**config.mk**
```make
export PLATFORM = sky130hd
export DESIGN_NAME = pcs_companion
export DESIGN_NICKNAME = d
export VERILOG_FILES = /design/src/logic/pcs_pkg.sv /design/src/logic/pcs_companion.sv
export SDC_FILE = /design/constraint.sdc
export NUM_CORES = 1
export LEC_CHECK = 0
export ABC_AREA = 1
export BUFFER_PORTS_ARGS = -buffer_cell sky130_fd_sc_hd__buf_2
export CORE_ASPECT_RATIO = 0.75
export CORE_MARGIN = 10
export CORE_UTILIZATION = 69
export DETAILED_ROUTE_END_ITERATION = 12
export GPL_TIMING_DRIVEN = 1
export PLACE_DENSITY = 0.86
export SLEW_MARGIN = 25
export SYNTH_ARGS = -nofsm -noshare
export SYNTH_HDL_FRONTEND = slang
export SYNTH_SLANG_ARGS = --single-unit
```
**constraint.sdc**
```tcl
create_clock -name clk_sys -period 4.5 [get_ports clk_sys]
set_clock_uncertainty 0.05 [all_clocks]
set_input_delay 0.225 -clock clk_sys [delete_from_list [all_inputs] [get_ports clk_sys]]
set_output_delay 0.225 -clock clk_sys [all_outputs]
set_load 0.1 [all_outputs]
```
**src/logic/pcs_pkg.sv**
```systemverilog
// Purpose: Shared constants, state types and register map of the processor supervisor companion
// Assumes: 100 MHz clk_sys, two-wire register access, analog comparators delivered as digital levels
// Notes:
// Summary of operation
// - Low supply drives reset low
// - Hold reset 100 ms after supply recovers
// - Ignore bus while reset asserted
// - Trip select bit chooses 3.9V or 4.4V
// - Five-bit watchdog period, 100 ms steps
// - Watchdog resets only when enabled and expired
// - Disabled watchdog still runs and flags fault
// - Any reset restarts the watchdog
// - All-ones period stops the watchdog counter
// - Kick pattern restarts watchdog, loads period
// - Period bits 4-0, enable bit 7
// - Watchdog held off during low supply
// - External low on reset pin gives 100 ms reset
// - Sticky reset source flags, software cleared
// - Warning output low below reference
// - Two 16-bit edge counters at mapped bytes
// - Snapshot request latches all counter bytes
// - Counter writes load values, block counting
// - Cascade makes one 32-bit counter
// - Polarity bits pick each counter edge
// - Serial bytes writable until lock set
package pcs_pkg;

  // Timing
  localparam int CLK_KHZ      = 100_000;
  localparam int RST_HOLD_MS  = 100;
  localparam int RST_HOLD_CYC = RST_HOLD_MS * CLK_KHZ;
  localparam int WD_STEP_MS   = 100;
  localparam int WD_STEP_CYC  = WD_STEP_MS * CLK_KHZ;
  localparam int MR_FILT_US   = 10;
  localparam int MR_FILT_CYC  = (MR_FILT_US * CLK_KHZ + 999) / 1000;
  localparam int TMR_W        = 24;
  localparam int MR_W         = 12;

  // Register offsets
  localparam logic [7:0] ADR_WD_FLAGS  = 8'h09;
  localparam logic [7:0] ADR_WD_CTL    = 8'h0A;
  localparam logic [7:0] ADR_COMP_CTL  = 8'h0B;
  localparam logic [7:0] ADR_EV_CTL    = 8'h0C;
  localparam logic [7:0] ADR_CNT_A_LO  = 8'h0D;
  localparam logic [7:0] ADR_CNT_A_HI  = 8'h0E;
  localparam logic [7:0] ADR_CNT_B_LO  = 8'h0F;
  localparam logic [7:0] ADR_CNT_B_HI  = 8'h10;
  localparam logic [7:0] ADR_SER_FIRST = 8'h11;
  localparam logic [7:0] ADR_SER_LAST  = 8'h18;

  // Field positions
  localparam int BIT_WD_FAULT = 7;
  localparam int BIT_LOW_FLAG = 6;
  localparam int BIT_WD_EN    = 7;
  localparam int BIT_SER_LOCK = 7;
  localparam int BIT_TRIP_SEL = 0;
  localparam int BIT_SNAP     = 3;
  localparam int BIT_CASC     = 2;
  localparam int BIT_POL_B    = 1;
  localparam int BIT_POL_A    = 0;

  // Values
  localparam logic [3:0] KICK_PATTERN  = 4'hA;
  localparam logic [4:0] WD_PERIOD_OFF = 5'h1F;
  localparam logic [7:0] COMP_KEEP     = 8'h3D;
  localparam logic [4:0] WD_PERIOD_RST = 5'h1F;
  localparam logic [7:0] COMP_CTL_RST  = 8'h00;

  // Synchronised pin indices
  localparam int PIN_N   = 8;
  localparam int I_SCL   = 0;
  localparam int I_SDA   = 1;
  localparam int I_RST   = 2;
  localparam int I_PF    = 3;
  localparam int I_EVA   = 4;
  localparam int I_EVB   = 5;
  localparam int I_SUPLO = 6;
  localparam int I_SUPHI = 7;

  typedef enum logic [2:0] {
    ST_IDLE = 3'h0,
    ST_ADDR = 3'h1,
    ST_AACK = 3'h2,
    ST_REG  = 3'h3,
    ST_WACK = 3'h4,
    ST_WR   = 3'h5,
    ST_RD   = 3'h6,
    ST_RACK = 3'h7
  } pcs_bus_st_t;

  typedef struct packed {
    logic [PIN_N-1:0][2:0] sy;
    logic [PIN_N-1:0]      lv;
    pcs_bus_st_t           bus_st;
    logic [3:0]            bit_cnt;
    logic [7:0]            shreg;
    logic [7:0]            ptr;
    logic                  rw;
    logic                  sda_oe_n;
    logic [TMR_W-1:0]      hold;
    logic                  rst_drive;
    logic                  rst_oe_n;
    logic [MR_W-1:0]       mr_cnt;
    logic [TMR_W-1:0]      wd_pre;
    logic [4:0]            wd_steps;
    logic [4:0]            wd_load;
    logic                  wd_fault;
    logic                  low_flag;
    logic                  wd_en;
    logic [4:0]            wd_period;
    logic [7:0]            comp_ctl;
    logic [3:0]            ev_ctl;
    logic [15:0]           cnt_a;
    logic [15:0]           cnt_b;
    logic [31:0]           snap;
    logic                  pend_a;
    logic                  pend_b;
    logic [7:0][7:0]       serial;
    logic                  pf_ok;
  } pcs_state_t;

  // Pins sampled from outside the clock domain
  typedef struct packed {
    logic sup_below_hi;
    logic sup_below_lo;
    logic event_in_b;
    logic event_in_a;
    logic pf_below_ref;
    logic rst_pin;
    logic sda;
    logic scl;
  } pcs_pins_t;

endpackage

```
**src/logic/pcs_companion.sv**
```systemverilog
// Purpose: Supervisor, watchdog, manual reset, event counters, serial number and two-wire register slave
// Assumes: Comparator results arrive as digital levels; pins are asynchronous to clk_sys
// Notes: Open-drain pins drive low only; enable is active low
`timescale 1ns/10ps

module pcs_companion
  import pcs_pkg::*;
#(
  parameter logic [6:0]  DEV_ADDR        = 7'h68,  // Arbitrary value
  parameter int unsigned P_RST_HOLD_CYC  = RST_HOLD_CYC,
  parameter int unsigned P_WD_STEP_CYC   = WD_STEP_CYC,
  parameter int unsigned P_MR_FILT_CYC   = MR_FILT_CYC
) (
  // Clock and reset
  input  wire logic      clk_sys,
  input  wire logic      reset,
  // Pins in
  input  wire pcs_pins_t pins_in,
  // Reset pin, open drain
  output logic           rst_out,
  output logic           rst_oe_n,
  // Two-wire data pin, open drain
  output logic           sda_out,
  output logic           sda_oe_n,
  // Power-fail warning
  output logic           pf_warn_out
);

  pcs_state_t       r_q;
  pcs_state_t       r_d;

  logic [PIN_N-1:0] pin_v;
  logic             scl_rise;
  logic             scl_fall;
  logic             start_c;
  logic             stop_c;
  logic             bus_lock;
  logic             supply_low;
  logic             wr_en;
  logic [7:0]       wr_dat;
  logic [7:0]       rd_val;
  logic             kick;
  logic             ev_a;
  logic             ev_b;
  logic             inc_a;
  logic             inc_b;
  logic             cnt_block;
  logic [4:0]       wd_lim;
  logic             wd_expire;
  logic             mr_trig;
  logic [31:0]      casc;

  function automatic logic [7:0] rd_byte(input pcs_state_t s, input logic [7:0] a);
    logic [7:0] v;
    logic [2:0] idx;
    v   = 8'h00;
    idx = 3'(a - ADR_SER_FIRST);
    if (a == ADR_WD_FLAGS) begin
      v[BIT_WD_FAULT] = s.wd_fault;
      v[BIT_LOW_FLAG] = s.low_flag;
    end else if (a == ADR_WD_CTL) begin
      v[BIT_WD_EN] = s.wd_en;
      v[4:0]       = s.wd_period;
    end else if (a == ADR_COMP_CTL) begin
      v = s.comp_ctl;
    end else if (a == ADR_EV_CTL) begin
      v[3:0] = s.ev_ctl;
    end else if (a == ADR_CNT_A_LO) begin
      v = s.snap[7:0];
    end else if (a == ADR_CNT_A_HI) begin
      v = s.snap[15:8];
    end else if (a == ADR_CNT_B_LO) begin
      v = s.snap[23:16];
    end else if (a == ADR_CNT_B_HI) begin
      v = s.snap[31:24];
    end else if (a >= ADR_SER_FIRST && a <= ADR_SER_LAST) begin
      v = s.serial[idx];
    end
    return v;
  endfunction

  assign pin_v = pins_in;

  always_comb begin
    r_d = r_q;
    wr_en = 1'b0;
    wr_dat = r_q.shreg;
    kick = 1'b0;

    // Three-flop synchronisers, level moves once the last two agree
    for (int i = 0; i < PIN_N; i++) begin
      r_d.sy[i] = {r_q.sy[i][1:0], pin_v[i]};
      if (r_q.sy[i][2] == r_q.sy[i][1]) begin
        r_d.lv[i] = r_q.sy[i][2];
      end
    end

    scl_rise   = r_d.lv[I_SCL] & ~r_q.lv[I_SCL];
    scl_fall   = ~r_d.lv[I_SCL] & r_q.lv[I_SCL];
    start_c    = r_q.lv[I_SCL] & r_d.lv[I_SCL] & r_q.lv[I_SDA] & ~r_d.lv[I_SDA];
    stop_c     = r_q.lv[I_SCL] & r_d.lv[I_SCL] & ~r_q.lv[I_SDA] & r_d.lv[I_SDA];
    supply_low = r_q.comp_ctl[BIT_TRIP_SEL] ? r_q.lv[I_SUPHI] : r_q.lv[I_SUPLO];
    bus_lock   = r_q.rst_drive | ~r_q.lv[I_RST];
    rd_val     = rd_byte(r_q, r_q.ptr);

    // Two-wire slave
    if (bus_lock) begin
      r_d.bus_st   = ST_IDLE;
      r_d.sda_oe_n = 1'b1;
    end else if (start_c) begin
      r_d.bus_st   = ST_ADDR;
      r_d.bit_cnt  = 4'h0;
      r_d.sda_oe_n = 1'b1;
    end else if (stop_c) begin
      r_d.bus_st   = ST_IDLE;
      r_d.sda_oe_n = 1'b1;
    end else begin
      unique case (r_q.bus_st)
        ST_IDLE: begin
        end
        ST_ADDR, ST_REG, ST_WR: begin
          if (scl_rise) begin
            r_d.shreg   = {r_q.shreg[6:0], r_q.lv[I_SDA]};
            r_d.bit_cnt = r_q.bit_cnt + 4'h1;
          end else if (scl_fall && r_q.bit_cnt == 4'h8) begin
            r_d.bit_cnt  = 4'h0;
            r_d.sda_oe_n = 1'b0;
            r_d.bus_st   = ST_WACK;
            if (r_q.bus_st == ST_ADDR) begin
              if (r_q.shreg[7:1] == DEV_ADDR) begin
                r_d.rw     = r_q.shreg[0];
                r_d.bus_st = ST_AACK;
              end else begin
                r_d.sda_oe_n = 1'b1;
                r_d.bus_st   = ST_IDLE;
              end
            end else if (r_q.bus_st == ST_REG) begin
              r_d.ptr = r_q.shreg;
            end else begin
              // Write commits here even if a reset starts next cycle
              wr_en   = 1'b1;
              r_d.ptr = r_q.ptr + 8'h01;
            end
          end
        end
        ST_AACK, ST_WACK: begin
          if (scl_fall) begin
            r_d.sda_oe_n = 1'b1;
            if (r_q.bus_st == ST_AACK && r_q.rw) begin
              r_d.shreg    = rd_val;
              r_d.ptr      = r_q.ptr + 8'h01;
              r_d.sda_oe_n = rd_val[7];
              r_d.bus_st   = ST_RD;
            end else if (r_q.bus_st == ST_AACK) begin
              r_d.bus_st = ST_REG;
            end else begin
              r_d.bus_st = ST_WR;
            end
          end
        end
        ST_RD: begin
          if (scl_fall) begin
            if (r_q.bit_cnt == 4'h7) begin
              r_d.bit_cnt  = 4'h0;
              r_d.sda_oe_n = 1'b1;
              r_d.bus_st   = ST_RACK;
            end else begin
              r_d.shreg    = {r_q.shreg[6:0], 1'b0};
              r_d.bit_cnt  = r_q.bit_cnt + 4'h1;
              r_d.sda_oe_n = r_q.shreg[6];
            end
          end
        end
        ST_RACK: begin
          if (scl_rise && r_q.lv[I_SDA]) begin
            r_d.bus_st = ST_IDLE;
          end else if (scl_fall) begin
            r_d.shreg    = rd_val;
            r_d.ptr      = r_q.ptr + 8'h01;
            r_d.sda_oe_n = rd_val[7];
            r_d.bus_st   = ST_RD;
          end
        end
      endcase
    end

    // Event counters; an edge seen while blocked waits in the pending bit
    ev_a  = r_q.ev_ctl[BIT_POL_A] ? (r_q.lv[I_EVA] & ~r_d.lv[I_EVA])
                                  : (~r_q.lv[I_EVA] & r_d.lv[I_EVA]);
    ev_b  = r_q.ev_ctl[BIT_POL_B] ? (r_q.lv[I_EVB] & ~r_d.lv[I_EVB])
                                  : (~r_q.lv[I_EVB] & r_d.lv[I_EVB]);
    inc_a = r_q.pend_a | ev_a;
    inc_b = (r_q.pend_b | ev_b) & ~r_q.ev_ctl[BIT_CASC];
    cnt_block = (r_q.bus_st == ST_WR || wr_en) && r_q.ptr >= ADR_CNT_A_LO && r_q.ptr <= ADR_CNT_B_HI;
    casc = {r_q.cnt_b, r_q.cnt_a} + 32'h0000_0001;
    if (cnt_block) begin
      r_d.pend_a = inc_a;
      r_d.pend_b = inc_b;
    end else begin
      r_d.pend_a = 1'b0;
      r_d.pend_b = 1'b0;
      if (r_q.ev_ctl[BIT_CASC]) begin
        if (inc_a) begin
          {r_d.cnt_b, r_d.cnt_a} = casc;
        end
      end else begin
        if (inc_a) begin
          r_d.cnt_a = r_q.cnt_a + 16'h0001;
        end
        if (inc_b) begin
          r_d.cnt_b = r_q.cnt_b + 16'h0001;
        end
      end
    end

    // Register writes
    if (wr_en) begin
      if (r_q.ptr == ADR_WD_FLAGS) begin
        r_d.wd_fault = r_q.wd_fault & wr_dat[BIT_WD_FAULT];
        r_d.low_flag = r_q.low_flag & wr_dat[BIT_LOW_FLAG];
        kick         = (wr_dat[3:0] == KICK_PATTERN);
      end else if (r_q.ptr == ADR_WD_CTL) begin
        r_d.wd_en     = wr_dat[BIT_WD_EN];
        r_d.wd_period = wr_dat[4:0];
      end else if (r_q.ptr == ADR_COMP_CTL) begin
        r_d.comp_ctl = wr_dat & COMP_KEEP;
        r_d.comp_ctl[BIT_SER_LOCK] = r_q.comp_ctl[BIT_SER_LOCK] | wr_dat[BIT_SER_LOCK];
      end else if (r_q.ptr == ADR_EV_CTL) begin
        r_d.ev_ctl = wr_dat[3:0];
        if (wr_dat[BIT_SNAP]) begin
          r_d.snap = {r_q.cnt_b, r_q.cnt_a};
        end
      end else if (r_q.ptr == ADR_CNT_A_LO) begin
        r_d.cnt_a[7:0] = wr_dat;
      end else if (r_q.ptr == ADR_CNT_A_HI) begin
        r_d.cnt_a[15:8] = wr_dat;
      end else if (r_q.ptr == ADR_CNT_B_LO) begin
        r_d.cnt_b[7:0] = wr_dat;
      end else if (r_q.ptr == ADR_CNT_B_HI) begin
        r_d.cnt_b[15:8] = wr_dat;
      end else if (r_q.ptr >= ADR_SER_FIRST && r_q.ptr <= ADR_SER_LAST
                   && !r_q.comp_ctl[BIT_SER_LOCK]) begin
        r_d.serial[3'(r_q.ptr - ADR_SER_FIRST)] = wr_dat;
      end
    end

    // Watchdog
    wd_lim    = (r_q.wd_load == 5'h00) ? 5'h01 : r_q.wd_load;
    wd_expire = 1'b0;
    if (r_q.rst_drive || supply_low || kick) begin
      r_d.wd_pre   = '0;
      r_d.wd_steps = 5'h00;
      r_d.wd_load  = r_d.wd_period;
    end else if (r_q.wd_period != WD_PERIOD_OFF) begin
      if (r_q.wd_pre == TMR_W'(P_WD_STEP_CYC - 1)) begin
        r_d.wd_pre   = '0;
        r_d.wd_steps = r_q.wd_steps + 5'h01;
        if (r_q.wd_steps + 5'h01 >= wd_lim) begin
          wd_expire    = 1'b1;
          r_d.wd_steps = 5'h00;
          r_d.wd_load  = r_q.wd_period;
        end
      end else begin
        r_d.wd_pre = r_q.wd_pre + TMR_W'(1);
      end
    end

    // Manual reset filter; our own drive is excluded so release cannot retrigger
    mr_trig = 1'b0;
    if (!r_q.lv[I_RST] && !r_q.rst_drive) begin
      r_d.mr_cnt = r_q.mr_cnt + MR_W'(1);
      mr_trig    = (r_q.mr_cnt == MR_W'(P_MR_FILT_CYC - 1));
    end else begin
      r_d.mr_cnt = '0;
    end

    // Reset hold and source flags; hardware set wins over software clear
    if (supply_low || mr_trig || (wd_expire && r_q.wd_en)) begin
      r_d.hold = TMR_W'(P_RST_HOLD_CYC);
    end else if (r_q.hold != '0) begin
      r_d.hold = r_q.hold - TMR_W'(1);
    end
    if (supply_low || mr_trig) begin
      r_d.low_flag = 1'b1;
    end
    if (wd_expire) begin
      r_d.wd_fault = 1'b1;
    end
    r_d.rst_drive = (r_d.hold != '0) | supply_low;
    r_d.rst_oe_n  = ~r_d.rst_drive;
    r_d.pf_ok     = ~r_q.lv[I_PF];

    if (reset) begin
      r_d           = '0;
      r_d.lv        = '1;
      r_d.lv[I_EVA] = 1'b0;
      r_d.lv[I_EVB] = 1'b0;
      r_d.lv[I_PF]  = 1'b0;
      r_d.sda_oe_n  = 1'b1;
      r_d.rst_oe_n  = 1'b1;
      r_d.pf_ok     = 1'b1;
      r_d.wd_period = WD_PERIOD_RST;
      r_d.wd_load   = WD_PERIOD_RST;
      r_d.comp_ctl  = COMP_CTL_RST;
      r_d.lv[I_SUPLO] = 1'b0;
      r_d.lv[I_SUPHI] = 1'b0;
      // Flops start at the idle levels so release cannot fake an edge or a low supply
      for (int i = 0; i < PIN_N; i++) begin
        r_d.sy[i] = {3{r_d.lv[i]}};
      end
    end
  end

  always_ff @(posedge clk_sys) begin
    r_q <= r_d;
  end

  assign rst_out     = 1'b0;
  assign rst_oe_n    = r_q.rst_oe_n;
  assign sda_out     = 1'b0;
  assign sda_oe_n    = r_q.sda_oe_n;
  assign pf_warn_out = r_q.pf_ok;

endmodule

```
==> flow_summary_export.csv <==
group,metric,value,unit
run_status,run_status,"finished, final reports clean",
drt,dr_total_vias,14200,
clocking,cts-buffers-inserted,28,
global_routing,grt-ovfl-total,0,
timing,setup_viol_count_final,0,
placement,numPortBuffers,12,
layout,multi_input_area,0.00742,mm^2
die,dieHeight,145,um
clocking,clock_sinks,278,
timing,hold_slack,136,ps
clocking,clk_pin_slew,70,ps
timing,min_period,3070,ps
timing,maxSlewHeadroom,22.4,%
power,peakVddDrop,0.580,mV
layout,layout.cells.non_filler,2426,
layout,diodes,0,
yosys,avgSynthCellArea,6.74,um^2
layout,nFillCells,1573,
global_routing,grt_usage,27.7,%
drt,drc_errors,0,
timing,hold_viol_final,0,
timing,period_share,68.2,%
die,die_area,0.0271,mm^2
die,core-area,0.0204,mm^2
yosys,synthTopCellsByCount,"nand2_1, nor2_1, dfxtp_1",
die,die_x,187,um
clocking,clock_path_buffers,3,
yosys,synth_top_area_share,38.7,%
yosys,netlist_instances,2134,
clocking,htreeDepth,1,
placement,placed_cells,2367,
setup_path,arrival,3420,ps
yosys,ys_top_cells_by_area,"dfxtp_1, nand2_1, nor2_1, inv_1, a21oi_1",
setup_path,critical_path_required,4850,ps
yosys,syn_area,0.0144,mm^2
yosys,async_flop_share,0,%
yosys,synth_edf_count,0,
timing,tightest_slew,1160,ps
global_routing,grt_pass1_wl,64.3,mm
placement,finalWeightedCongestion,0.992,
drt,ant_nets,0,
placement,hpwlAfterDp,27.0,mm
flow_run,drv_cap,0,
setup_path,critPathMaxFanout,13,
setup_path,critPathLaunchType,"flip-flop",
layout,regArea,0.00557,mm^2
layout,drive_gt1_share,7.74,%
timing,setup_tns,0,ps
yosys,synth_ff_type,"dfxtp_1",
layout,nets,2151,
setup_path,cpPeakStageDelay,410,ps
power,p_leak,6.55,nW
clocking,clk_latency,550,ps
drt,dr.pass1.iters,6,
timing,slew_violations,0,
yosys,synth.most_common_cell,"nand2_1",
global_routing,antenna_found_initial,0,
clocking,root_buffer,"clkbuf_16",
timing,grt_setup_unrepaired,"false",
power,power.density,450,mW/mm^2
yosys,ys_seq_elements,278,
setup_path,cpMostUsedCell,"nor2_1",
die,pin_count,15,
global_routing,grt_pass1_vias,12800,
drt,wire_per_inst,16.2,um
layout,area_growth,8.66,%
die,start_util,70.6,%
die,num_rows,45,
layout,utilization,76.7,%
yosys,ys_seq_area_share,38.7,%
yosys,yosys.area.top_type,"dfxtp_1",
timing,max_freq,326,MHz
setup_path,cp_slowest_cell,"nand2_1",
yosys,synth.distinct_cells,51,
worst_hold_path,hold_class,"in -> reg",
global_routing,grt_max_degree,75,
drt,via_per_inst,5.86,
yosys,ys_warn_count,0,
drt,totalWireLength,39.3,mm
drt,drt-initial-drc-count,1978,
setup_path,cp_cell_sequence,"ha_1, nand3_1, xnor2_1, ha_1, nor3b_1, nor2_1, nor2_1, nand3_1, nand2_1, inv_2, nand2_1, nor2_1",
setup_path,end_kind,"flip-flop",
setup_path,crit_type,"reg -> reg",
clocking,cts_tree,"built",
[placed cells by master, fill, tap and decap left out, types with 4 or more instances in the layout]
cell type      synthesis  layout
a211oi_1              28      28
dlygate4sd3_1          0       8
xnor2_1               17      17
o21ai_1               10      10
inv_1                261     261
o21ai_0              112     112
nor4_1                 7       7
nand2_1              491     491
a31oi_1               12      12
nor3b_1                4       4
nor3_1                44      44
clkinv_2               0       7
nand4_1               33      33
nor2_4                 5       5
clkbuf_16              0      29
ha_1                  18      18
dfxtp_1              278     278
nor2_2                10      10
nor2_1               294     294
a21oi_1              164     164
a211oi_2              18      18
buf_4                  4       9
o22ai_1                7       7
nand3b_1              11      11
buf_2                  8      11
o221ai_1               5       5
o21a_1                 6       6
or2_2                 22      22
inv_2                 25      26
o211ai_1              14      14
bufinv_16              0       5
nor3_4                 6       6
a22oi_1                8       8
xor2_1                21      21
nand3_1              103     103
[where the power goes]
part	switching [W]	internal, W
clock	0.00101	0.00151
sequential	0.000158	0.00259
combinational	0.00120	0.000566
total	0.00236	0.00466
[final timing paths]
check             startpoint       end  slack, ps  cells past startpoint
setup reg to reg    r_q[156]  r_q[207]       1430                     12
hold / removal         reset   r_q[45]        140                      2
hold reg to reg     r_q[274]  r_q[275]        360                      2
setup / recovery    r_q[156]  r_q[207]       1430                     12
[through the flow]
step / total power [W] / cell area, um^2 / setup WS (ps)
4_1_cts: 0.00697 / 15600 / 1460
3_3_place_gp: 0.00448 / 14600 / 1580
2_1_floorplan: 0.00409 / 14400 / 1720
6_report: 0.00703 / 15600 / 1430
5_1_grt: 0.00737 / 15600 / 1130
3_5_place_dp: 0.00448 / 14600 / 1470
[cell type report]
cell class              count  area share (%)
inverters                 290            6.97
multi-input cells        1497            47.5
clock inverters            16            1.39
repair buffers             28            1.30
flip-flops and latches    278            35.6
clock buffers              35            4.98
well taps                 282            2.26
[kinds of logic (layout without fill, tap and decap cells)]
kind of cell               after synthesis  in the layout  synth area share [%]
and+or+nand+nor                       1043           1043                  31.4
adders and majority gates               18             18                  1.57
buffers and inverters                  360            369                  9.73
DFF                                    278            278                  38.7
xor gates and xnor gates                38             38                  2.31
AOI/OAI and AO/OA                      395            395                  16.2
muxes                                    1              1                0.0696
other                                    1              2                0.0261
[registers in the layout, indices dropped and copies added, names as in the netlist]
name         count
pf_warn_out      1
rst_oe_n         1
r_q            267
wr_dat           8
sda_oe_n         1
[critical path, delay by kind of cell, from the launching register on]
family | cells | cell delay [ps]
and+or+nand+nor | 8 | 1650
DFF | 1 | 390
adders and majority gates | 2 | 550
xor gates and xnor gates | 1 | 170
buffers and inverters | 1 | 120
[layer usage]
layer	track usage (%)	share of wire [%]	vias up
met2	41.0	42	754
li1	-	-	6886
met1	40.5	45	6481
met5	0	0	-
met4	6.23	2.2	0
met3	5.60	11	85
[what timing repair did]
item                                   in CTS  in global routing
resized for setup                           0                  0
setup buffers                               0                  0
hold buffers                                8                  0
endpoints found under the hold margin       8                  0
setup endpoints to repair                   0                  0
Power figures use the tool's default switching activity.
